## config.mk

```make
export PLATFORM = sky130hd
export DESIGN_NAME = level_interrupt_controller
export DESIGN_NICKNAME = d
export VERILOG_FILES = /design/src/level_interrupt_controller_pkg.sv /design/src/level_interrupt_controller.sv
export VERILOG_INCLUDE_DIRS = /design/src
export SDC_FILE = /design/constraint.sdc
export NUM_CORES = 1
export LEC_CHECK = 0
export ABC_AREA = 1
export BUFFER_PORTS_ARGS = -buffer_cell sky130_fd_sc_hd__buf_2
export CAP_MARGIN = 20
export CORE_ASPECT_RATIO = 1.2
export CORE_UTILIZATION = 55
export DETAILED_ROUTE_END_ITERATION = 10
export PLACE_DENSITY_LB_ADDON = 0.15
export SLEW_MARGIN = 10
export SYNTH_ARGS = -nofsm -noshare
export SYNTH_HDL_FRONTEND = slang
export SYNTH_SLANG_ARGS = --single-unit
```

## constraint.sdc

```tcl
create_clock -name clk_sys -period 4.75 [get_ports clk_sys]
set_input_delay 0.95 -clock clk_sys [delete_from_list [all_inputs] [get_ports clk_sys]]
set_output_delay 0.95 -clock clk_sys [all_outputs]
set_load 0.02 [all_outputs]
```

## src/level_interrupt_controller_defs.svh

```systemverilog
// Register map, field positions and constant tables of the level interrupt controller
`ifndef LEVEL_INTERRUPT_CONTROLLER_DEFS_SVH
`define LEVEL_INTERRUPT_CONTROLLER_DEFS_SVH

// ****************************************************************
// Register offsets in register set 1
// ****************************************************************
`define LIC_ADDR_REQUEST   8'hDC
`define LIC_ADDR_MASK      8'hDD
`define LIC_ADDR_MODE      8'hDE
`define LIC_ADDR_PRIORITY  8'hFF

// ****************************************************************
// Reset values
// ****************************************************************
`define LIC_REQUEST_RESET  8'h00
`define LIC_RDATA_RESET    8'h00

// ****************************************************************
// System mode register fields
// ****************************************************************
`define LIC_MODE_GIE       0
`define LIC_MODE_FIE       1
`define LIC_MODE_FSEL_LSB  2
`define LIC_MODE_FSEL_MSB  4

// ****************************************************************
// Level priority register fields
// ****************************************************************
`define LIC_PRI_A_SWAP     0
`define LIC_PRI_GRP0       1
`define LIC_PRI_B_HEAD     2
`define LIC_PRI_B_SUB      3
`define LIC_PRI_GRP1       4
`define LIC_PRI_C_HEAD     5
`define LIC_PRI_C_SUB      6
`define LIC_PRI_GRP2       7

// ****************************************************************
// Source tables, index 0 in the low bits, lowest vector first in a level
// ****************************************************************
`define LIC_NUM_SRC        17
`define LIC_HW_SRC         1
`define LIC_VECTORS {8'hC2, 8'hC0, 8'hDE, 8'hDC, 8'hDA, 8'hD8, 8'hD6, 8'hD4, 8'hD2, \
  8'hD0, 8'hF2, 8'hEA, 8'hE8, 8'hE6, 8'hE4, 8'hE2, 8'hE0}
`define LIC_SRC_LEVELS {3'h7, 3'h6, 3'h5, 3'h5, 3'h5, 3'h5, 3'h4, 3'h4, 3'h4, 3'h4, \
  3'h3, 3'h2, 3'h2, 3'h1, 3'h1, 3'h0, 3'h0}

`endif

```

## src/level_interrupt_controller_pkg.sv

```systemverilog
// Types shared by the level interrupt controller
package level_interrupt_controller_pkg;
  typedef logic [2:0] level_t;
  typedef logic [4:0] src_idx_t;
  typedef enum logic [1:0] {
    ST_IDLE  = 2'h0,
    ST_REQ   = 2'h1,
    ST_SERVE = 2'h3
  } service_state_t;
endpackage

```

## src/level_interrupt_controller.sv

```systemverilog
// Level interrupt controller: mask, group priority, request status and CPU handshake
// Summary of operation
// - Reset clears fast enable and global enable bits of the mode register.
// - Mode bits 4..2 select the fast level; not initialised by reset.
// - Enable instruction sets, disable instruction clears, global enable bit 0.
// - Mask bit n zero blocks level n, one lets it be serviced.
// - Mask register is read and written at offset DDH.
// - Priority register sits at FFH bank 0 and is not reset.
// - Highest priority level wins; lowest vector wins inside a level.
// - Levels 0,1 form group A; levels 5,6,7 form group C.
// - Priority bits 7,4,1 order groups; 001 gives B>C>A, 101 gives C>B>A.
// - Bit 5 orders level 5 against 6,7; bit 6 orders 6 against 7.
// - Priority bit 0 orders level 0 against level 1.
// - Request register at DCH shows one outstanding-request bit per level.
// - Request register is read only and cleared by reset.
// - Requests still record while global enable is off.
// - Hardware pending bit sets on event, requests CPU, clears on acknowledge.
// - Hardware pending bits have no register address.
// - Timer 0 overflow is hardware cleared; all other sources are software cleared.
// - Port 1 pins 0..3 request level 4, pins 4..7 level 5.
// - Timers 1,2 share level 1, serial ports level 2, watch timer level 3.
// - Levels 2,3,4 form group B.
// - Service needs global enable, unmasked level, top priority, enabled source.
// - Accepting an interrupt clears the global enable bit.
`timescale 1ns/1ps
`default_nettype none
`include "level_interrupt_controller_defs.svh"

module level_interrupt_controller #(
  parameter int NUM_LEVELS = 8,
  parameter int NUM_SRC    = `LIC_NUM_SRC
) (
  input  wire logic                clk_sys,
  input  wire logic                reset,
  input  wire logic [7:0]          reg_addr,
  input  wire logic                reg_bank1,
  input  wire logic                reg_wr,
  input  wire logic [7:0]          reg_wdata,
  output logic      [7:0]          reg_rdata,
  input  wire logic                enable_interrupts_instruction,
  input  wire logic                disable_interrupts_instruction,
  input  wire logic                iret_exec,
  input  wire logic [NUM_SRC-1:0]  src_pend,
  input  wire logic [NUM_SRC-1:0]  src_en,
  input  wire logic                service_acknowledge,
  output logic                     int_req,
  output logic      [2:0]          int_level,
  output logic      [7:0]          int_vector,
  output logic                     int_fast
);

  // ****************************************************************
  // Elaboration checks
  // ****************************************************************
  if (NUM_LEVELS != 8 || NUM_SRC != `LIC_NUM_SRC) begin : g_bad_param
    $error("level_interrupt_controller: tables serve 8 levels and 17 sources only");
  end

  // ****************************************************************
  // Table lookups
  // ****************************************************************
  function automatic level_interrupt_controller_pkg::level_t src_level(input int s);
    logic [3*`LIC_NUM_SRC-1:0] tbl;
    tbl = `LIC_SRC_LEVELS;
    return tbl[3*s +: 3];
  endfunction
  function automatic logic [7:0] src_vector(input int s);
    logic [8*`LIC_NUM_SRC-1:0] tbl;
    tbl = `LIC_VECTORS;
    return tbl[8*s +: 8];
  endfunction

  // Eight levels, highest priority in the top three bits
  function automatic logic [23:0] level_order(input logic [7:0] prio);
    logic [5:0] ga;
    logic [5:0] b_sub;
    logic [5:0] c_sub;
    logic [8:0] gb;
    logic [8:0] gc;
    logic [2:0] code;
    ga    = prio[`LIC_PRI_A_SWAP] ? {3'h1, 3'h0} : {3'h0, 3'h1};
    b_sub = prio[`LIC_PRI_B_SUB] ? {3'h4, 3'h3} : {3'h3, 3'h4};
    gb    = prio[`LIC_PRI_B_HEAD] ? {b_sub, 3'h2} : {3'h2, b_sub};
    c_sub = prio[`LIC_PRI_C_SUB] ? {3'h7, 3'h6} : {3'h6, 3'h7};
    gc    = prio[`LIC_PRI_C_HEAD] ? {c_sub, 3'h5} : {3'h5, c_sub};
    code  = {prio[`LIC_PRI_GRP2], prio[`LIC_PRI_GRP1], prio[`LIC_PRI_GRP0]};
    case (code)
      3'h1:    level_order = {gb, gc, ga};
      3'h2:    level_order = {ga, gb, gc};
      3'h3:    level_order = {gb, ga, gc};
      3'h4:    level_order = {gc, ga, gb};
      3'h5:    level_order = {gc, gb, ga};
      3'h6:    level_order = {ga, gc, gb};
      // Undefined codes fall back to A > B > C
      default: level_order = {ga, gb, gc};
    endcase
  endfunction

  // ****************************************************************
  // Registers and decode
  // ****************************************************************
  logic                   gie_q;
  logic                   fie_q;
  logic [2:0]             fsel_q;
  logic [7:0]             mask_q;
  logic [7:0]             prio_q;
  logic [7:0]             level_request_q;
  logic                   t0_ovf_pend_q;
  logic [NUM_SRC-1:0]     eff;
  logic [7:0]             level_raw;
  logic [7:0]             cand;
  logic [23:0]            ord;
  logic                   win_found;
  level_interrupt_controller_pkg::level_t   win_level;
  level_interrupt_controller_pkg::src_idx_t win_src;
  level_interrupt_controller_pkg::src_idx_t int_src_q;
  level_interrupt_controller_pkg::service_state_t state_q;
  level_interrupt_controller_pkg::service_state_t state_d;
  logic                   mode_wr;
  logic                   mask_wr;
  logic                   prio_wr;
  logic                   ack_take;

  // Request register at DCH takes no writes
  assign mode_wr  = reg_wr && reg_addr == `LIC_ADDR_MODE;
  assign mask_wr  = reg_wr && reg_addr == `LIC_ADDR_MASK;
  assign prio_wr  = reg_wr && reg_addr == `LIC_ADDR_PRIORITY && !reg_bank1;
  assign ack_take = service_acknowledge && state_q == level_interrupt_controller_pkg::ST_REQ;

  // Acknowledge beats every software action on the enable bit
  always_ff @(posedge clk_sys) begin
    if (reset) begin
      gie_q <= 1'b0;
    end else if (ack_take) begin
      gie_q <= 1'b0;
    end else if (enable_interrupts_instruction || iret_exec) begin
      gie_q <= 1'b1;
    end else if (disable_interrupts_instruction) begin
      gie_q <= 1'b0;
    end else if (mode_wr) begin
      gie_q <= reg_wdata[`LIC_MODE_GIE];
    end
  end

  always_ff @(posedge clk_sys) begin
    if (reset) begin
      fie_q <= 1'b0;
    end else if (mode_wr) begin
      fie_q <= reg_wdata[`LIC_MODE_FIE];
    end
  end

  // Left without reset on purpose: software must program these
  always_ff @(posedge clk_sys) begin
    if (mode_wr) begin
      fsel_q <= reg_wdata[`LIC_MODE_FSEL_MSB:`LIC_MODE_FSEL_LSB];
    end
  end
  always_ff @(posedge clk_sys) begin
    if (mask_wr) begin
      mask_q <= reg_wdata;
    end
  end
  always_ff @(posedge clk_sys) begin
    if (prio_wr) begin
      prio_q <= reg_wdata;
    end
  end

  always_ff @(posedge clk_sys) begin
    if (reset) begin
      reg_rdata <= `LIC_RDATA_RESET;
    end else begin
      case (reg_addr)
        `LIC_ADDR_REQUEST:  reg_rdata <= level_request_q;
        `LIC_ADDR_MASK:     reg_rdata <= mask_q;
        `LIC_ADDR_MODE:     reg_rdata <= {3'h0, fsel_q, fie_q, gie_q};
        `LIC_ADDR_PRIORITY: reg_rdata <= reg_bank1 ? 8'h00 : prio_q;
        default:            reg_rdata <= 8'h00;
      endcase
    end
  end

  // ****************************************************************
  // Pending bits and level requests
  // ****************************************************************
  // Unmapped: no decode reaches it; a new event wins over the clear
  always_ff @(posedge clk_sys) begin
    if (reset) begin
      t0_ovf_pend_q <= 1'b0;
    end else if (src_pend[`LIC_HW_SRC]) begin
      t0_ovf_pend_q <= 1'b1;
    end else if (ack_take && int_src_q == 5'(`LIC_HW_SRC)) begin
      t0_ovf_pend_q <= 1'b0;
    end
  end

  // Other pending bits live in the peripherals and are cleared there
  always_comb begin
    eff = src_pend & src_en;
    eff[`LIC_HW_SRC] = t0_ovf_pend_q && src_en[`LIC_HW_SRC];
  end

  for (genvar n = 0; n < NUM_LEVELS; n++) begin : g_level
    logic [NUM_SRC-1:0] members;
    always_comb begin
      members = '0;
      for (int s = 0; s < NUM_SRC; s++) begin
        members[s] = src_level(s) == 3'(n);
      end
    end
    assign level_raw[n] = |(eff & members);
  end

  // Records regardless of global enable so polling sees every event of an enabled source
  always_ff @(posedge clk_sys) begin
    if (reset) begin
      level_request_q <= `LIC_REQUEST_RESET;
    end else begin
      level_request_q <= level_raw;
    end
  end

  // ****************************************************************
  // Priority resolution
  // ****************************************************************
  assign cand = level_request_q & mask_q & {8{gie_q}};
  assign ord  = level_order(prio_q);

  always_comb begin
    win_found = 1'b0;
    win_level = 3'h0;
    win_src   = 5'h0;
    for (int i = 0; i < 8; i++) begin
      if (!win_found && cand[ord[23-3*i -: 3]]) begin
        win_found = 1'b1;
        win_level = ord[23-3*i -: 3];
      end
    end
    // Downward scan leaves the lowest index, hence lowest vector
    for (int s = NUM_SRC - 1; s >= 0; s--) begin
      if (eff[s] && src_level(s) == win_level) begin
        win_src = 5'(s);
      end
    end
  end

  // ****************************************************************
  // CPU handshake
  // ****************************************************************
  always_comb begin
    state_d = state_q;
    case (state_q)
      level_interrupt_controller_pkg::ST_IDLE: begin
        if (win_found) begin
          state_d = level_interrupt_controller_pkg::ST_REQ;
        end
      end
      level_interrupt_controller_pkg::ST_REQ: begin
        if (ack_take) begin
          state_d = level_interrupt_controller_pkg::ST_SERVE;
        end else if (!win_found) begin
          state_d = level_interrupt_controller_pkg::ST_IDLE;
        end
      end
      level_interrupt_controller_pkg::ST_SERVE: begin
        if (gie_q) begin
          state_d = level_interrupt_controller_pkg::ST_IDLE;
        end
      end
      default: state_d = level_interrupt_controller_pkg::ST_IDLE;
    endcase
  end

  always_ff @(posedge clk_sys) begin
    if (reset) begin
      state_q <= level_interrupt_controller_pkg::ST_IDLE;
    end else begin
      state_q <= state_d;
    end
  end

  assign int_req = state_q == level_interrupt_controller_pkg::ST_REQ;
  // Frozen while serving so the CPU sees a stable vector
  always_ff @(posedge clk_sys) begin
    if (reset) begin
      int_level  <= 3'h0;
      int_vector <= 8'h00;
      int_fast   <= 1'b0;
      int_src_q  <= 5'h0;
    end else if (state_d != level_interrupt_controller_pkg::ST_SERVE) begin
      int_level  <= win_level;
      int_vector <= src_vector(int'(win_src));
      int_fast   <= fie_q && fsel_q == win_level;
      int_src_q  <= win_src;
    end
  end

  // ****************************************************************
  // Assertions
  // ****************************************************************
  logic [7:0] cand_q;
  always_ff @(posedge clk_sys) begin
    cand_q <= cand;
  end
  property p_reset_mode;
    @(posedge clk_sys) reset |=> !gie_q && !fie_q;
  endproperty
  a_reset_mode: assert property (p_reset_mode) else $error("enable bits not cleared");
  property p_set_gie;
    @(posedge clk_sys) disable iff (reset) enable_interrupts_instruction && !ack_take |=> gie_q;
  endproperty
  a_set_gie: assert property (p_set_gie) else $error("enable instruction ignored");
  property p_clr_gie;
    @(posedge clk_sys) disable iff (reset)
      disable_interrupts_instruction && !enable_interrupts_instruction && !iret_exec
        |=> !gie_q ##1 (!gie_q || $past(enable_interrupts_instruction)
        || $past(iret_exec) || $past(mode_wr));
  endproperty
  a_clr_gie: assert property (p_clr_gie) else $error("disable instruction ignored");
  property p_mask;
    @(posedge clk_sys) disable iff (reset)
      mask_q == 8'h00 && !mask_wr |=> !$rose(int_req);
  endproperty
  a_mask: assert property (p_mask) else $error("masked level requested");
  property p_req_reset;
    @(posedge clk_sys) reset |=> level_request_q == `LIC_REQUEST_RESET ##1 reg_rdata == 8'h00
      || reg_addr != `LIC_ADDR_REQUEST || level_request_q != 8'h00;
  endproperty
  a_req_reset: assert property (p_req_reset) else $error("request status not reset");
  property p_poll;
    @(posedge clk_sys) disable iff (reset)
      !gie_q && src_pend[0] && src_en[0] |=> level_request_q[0];
  endproperty
  a_poll: assert property (p_poll) else $error("request lost while disabled");
  property p_ack_gie;
    @(posedge clk_sys) disable iff (reset)
      ack_take |=> !gie_q && !int_req;
  endproperty
  a_ack_gie: assert property (p_ack_gie) else $error("enable survives acknowledge");
  property p_hw_set;
    @(posedge clk_sys) disable iff (reset) src_pend[`LIC_HW_SRC] |=> t0_ovf_pend_q [*1];
  endproperty
  a_hw_set: assert property (p_hw_set) else $error("overflow event lost");
  property p_hw_clr;
    @(posedge clk_sys) disable iff (reset)
      ack_take && int_src_q == 5'(`LIC_HW_SRC) && !src_pend[`LIC_HW_SRC] |=> !t0_ovf_pend_q;
  endproperty
  a_hw_clr: assert property (p_hw_clr) else $error("hardware pending not cleared");
  property p_win;
    @(posedge clk_sys) disable iff (reset) $rose(int_req) |-> cand_q[int_level];
  endproperty
  a_win: assert property (p_win) else $error("request for ineligible level");

  c_ack:  cover property (@(posedge clk_sys) disable iff (reset) ack_take ##[1:20] iret_exec);
  c_fast: cover property (@(posedge clk_sys) disable iff (reset) int_req && int_fast);
  c_hw:   cover property (@(posedge clk_sys) disable iff (reset)
    ack_take && int_src_q == 5'(`LIC_HW_SRC));

endmodule
`default_nettype wire

```

==> run summary <==
Synth Net Count: 739
Seq/Total Area, Yosys: 29.01%
period utilization: 92.74%
final-layout fill cell count: 702
Clock Skews: 0.01433 ns
Clock Power Share: 33.8%
Num CTS Buffers: 5
failing checks: DRC
min Tclk post-route: 4.405 ns
worst hold path depth: 2
critical path launch point type: flip-flop
first-pass iteration count of the detailed router: 8
via count of the routed design: 5019
switching share of total power: 27.80%
Post-DP HPWL: 10.63 mm
chip width: 84.12 um
actual slew at the worst max-slew pin: 0.9398 ns
mapped cell area: 0.004451 mm^2
clk buf depth: 2
Max IR drop VDD: 0.1884 mV
antenna-violating nets left: 0
Worst EP arrival: 4.61 ns
cell row count: 35
Int Pwr: 717.1 uW
most frequent cells in the layout: nand2_1 (177), nand3_1 (89), inv_1 (81), buf_2 (77), nor2_1 (44)
CP Max Fanout: 9
Top Ports: 79
Distinct cells, synth: 54
Placed Cells: 831
htree depth: 2
Worst path max stage delay: 0.58 ns
Main synth FF type: dfxtp_1
vias in the first global route: 4712
syn_area_per_cell: 6.643 um^2
largest net degree at the start of global routing: 20
global-route wire length before repair: 21.82 mm
clock sinks: 55
Lkg Pwr: 0.002647 uW
cells after synthesis: 670
Rel. slew slack: 36.77%
Comb pwr share: 14.6%
Hold Slack: 0.4617 ns
core area: 0.007751 mm^2
Worst Path Required: 4.95 ns
Fin. Hold Viols: 0
layout cells sized above 1: 26.18%
top post-synthesis cells by area: dfxtp_1 (16%), nand2_1 (15%), edfxtp_1 (13%)
CTS tree: done
commonest non-fill, non-tap cell in the layout: nand2_1
Synth top area share: 16.19%
worst-skew pair later-pin latency: 0.33 ns
Setup Viol. Count Final: 0
Initial Util: 57.42%
R2R Setup Slk: 0.34 ns
initial drt markers: 319
sequential power share: 51.6%
Yosys reg bits: 55
Synth area leader: dfxtp_1
Yosys warning count: 0
reg2reg path depth: 34
Port Buf Inserts: 77
Max-Cap Viols: 0
DRC errors left: 2
RR Startpoint: prio_q[4]
Util after Layout: 67.36%
Post-synth EDFFs: 19
hold_sp: int_level[0]
Fmax achieved: 0.2270 GHz
grt total ovfl: 0
routability cong.: 0.9901
Layout area overhead: 17.32%
die height: 100.5 um
Worst Hold Class: reg -> reg
share of flip-flops with an asynchronous set or reset: 0%
status: finished with violations
crit-path most repeated cell: nand2_1
critical path type: reg -> reg
final count of pins violating max slew: 0
nets: 832
Hold EP: int_level[0]
crit end category: flip-flop
clock root cell: clkbuf_8
r2r endpoint: int_vector[1]
wirelength, routed: 13.76 mm
Crit-path slowest cell: edfxtp_1
switching power: 276.1 uW
initial antenna violation count: 0
final cell count without fillers: 856
clock-pin transition on the worst setup and hold timing paths: 0.11 ns
antenna cell count: 0
Power Density: 190.2 mW/mm^2
Hold Buf Count CTS: 0
via/cell ratio: 5.863
WL per Instance: 16.07 um
Tot GR Track Use: 32.60%
die area: 0.008457 mm^2
## worst max-delay path, delay by kind of cell, from the launching register on
| family | cells | cell delay, ns |
|---|---|---|
| AO/OA/AOI/OAI | 4 | 0.43 |
| adder cells (fa/ha/maj) | 1 | 0.31 |
| buffers and inverters | 2 | 0.26 |
| flip-flops | 1 | 0.58 |
| AND/OR/NAND/NOR | 27 | 2.69 |
## flip-flops by register name (all words and copies together), names as in the netlist, 2 cells and up
name             cells
reg_rdata            8
int_vector           6
mask_q               8
int_src_q            5
level_request_q      8
fsel_q               3
prio_q               8
int_level            3
state_q              2
## through the flow
step | setup WS [ns] | area (um^2) | setup TNS, ns | power (uW)
2_1_floorplan | 0.7636 | 4451 | 0 | 606.1
3_3_place_gp | 0.3923 | 4886 | 0 | 660.7
3_5_place_dp | 0.2478 | 4886 | 0 | 663.4
4_1_cts | 0.2065 | 5005 | 0 | 986.1
5_1_grt | -0.1006 | 5221 | -0.3234 | 1027
6_report | 0.3448 | 5221 | 0 | 993.2
## cells by family (layout without fill, tap and decap cells)
group,Yosys count,count (layout),synth area share (%)
other,1,1,0.08426
AO/OA/AOI/OAI,97,97,14.73
flip-flops,55,55,29.01
AND/OR/NAND/NOR,389,390,42.14
XOR/XNOR,1,1,0.1968
buffers and inverters,116,209,10.74
adder cells (fa/ha/maj),11,11,3.092
## power groups by stage
stage / sequential, uW / clock (uW) / combinational (uW)
floorplan: 527 / 0 / 79.3
global placement: 523 / 0 / 138
detailed placement: 523 / 0 / 140
CTS: 512 / 333 / 141
global route: 514 / 351 / 162
finish: 513 / 335 / 145
## cells in the mapped netlist, types with 6 or more instances
cell type and n:
inv_2 16, nand2_2 14, nor2_2 7, o21ai_1 6, o22ai_1 6, nand2_4 8
a21oi_1 22, nand2_1 182, edfxtp_1 19, nand3_2 10, dfxtp_1 36, o21ai_0 25
ha_1 11, inv_1 87, nand4_1 12, nand3_1 90, nor2_1 49
## final cells by class
type / count / area [um^2] / share of cell area [%]
sequential: 55 / 1291 / 24.73
multi-input combinational: 500 / 2773 / 53.10
tap: 92 / 115.1 / 2.205
clock inverter: 3 / 50.05 / 0.9585
clock buffer: 5 / 68.82 / 1.318
timing repair buffer: 95 / 520.5 / 9.969
inverter: 106 / 402.9 / 7.716
## how the worst max path moves through the flow
stage	cells after the start	slack [ns]	startpoint	to
after floorplan	39	0.76	prio_q[5]	int_vector[1]
after global placement	39	0.39	prio_q[5]	int_vector[1]
after detailed placement	39	0.25	prio_q[5]	int_vector[1]
after CTS	39	0.21	prio_q[5]	int_vector[1]
after global routing	34	-0.10	prio_q[4]	int_vector[3]
final	34	0.34	prio_q[4]	int_vector[1]
## routing by layer
layer  routed length, um  share of wire [%]  vias up  track usage, %
met2                6950                 51      281           62.30
met4                 705                5.1        0           17.77
met1                5104                 37     2283           35.30
met3                 997                7.2       55           3.276
li1                    -                  -     2400               -
met5                   0                  0        -               0
## what timing repair did
| item | 4_1_cts | 5_1_grt |
|---|---|---|
| setup endpoints to repair | 0 | 6 |
| gates resized for setup | 0 | 29 |
| setup buffers | 0 | 16 |
Power figures use the tool's default switching activity.
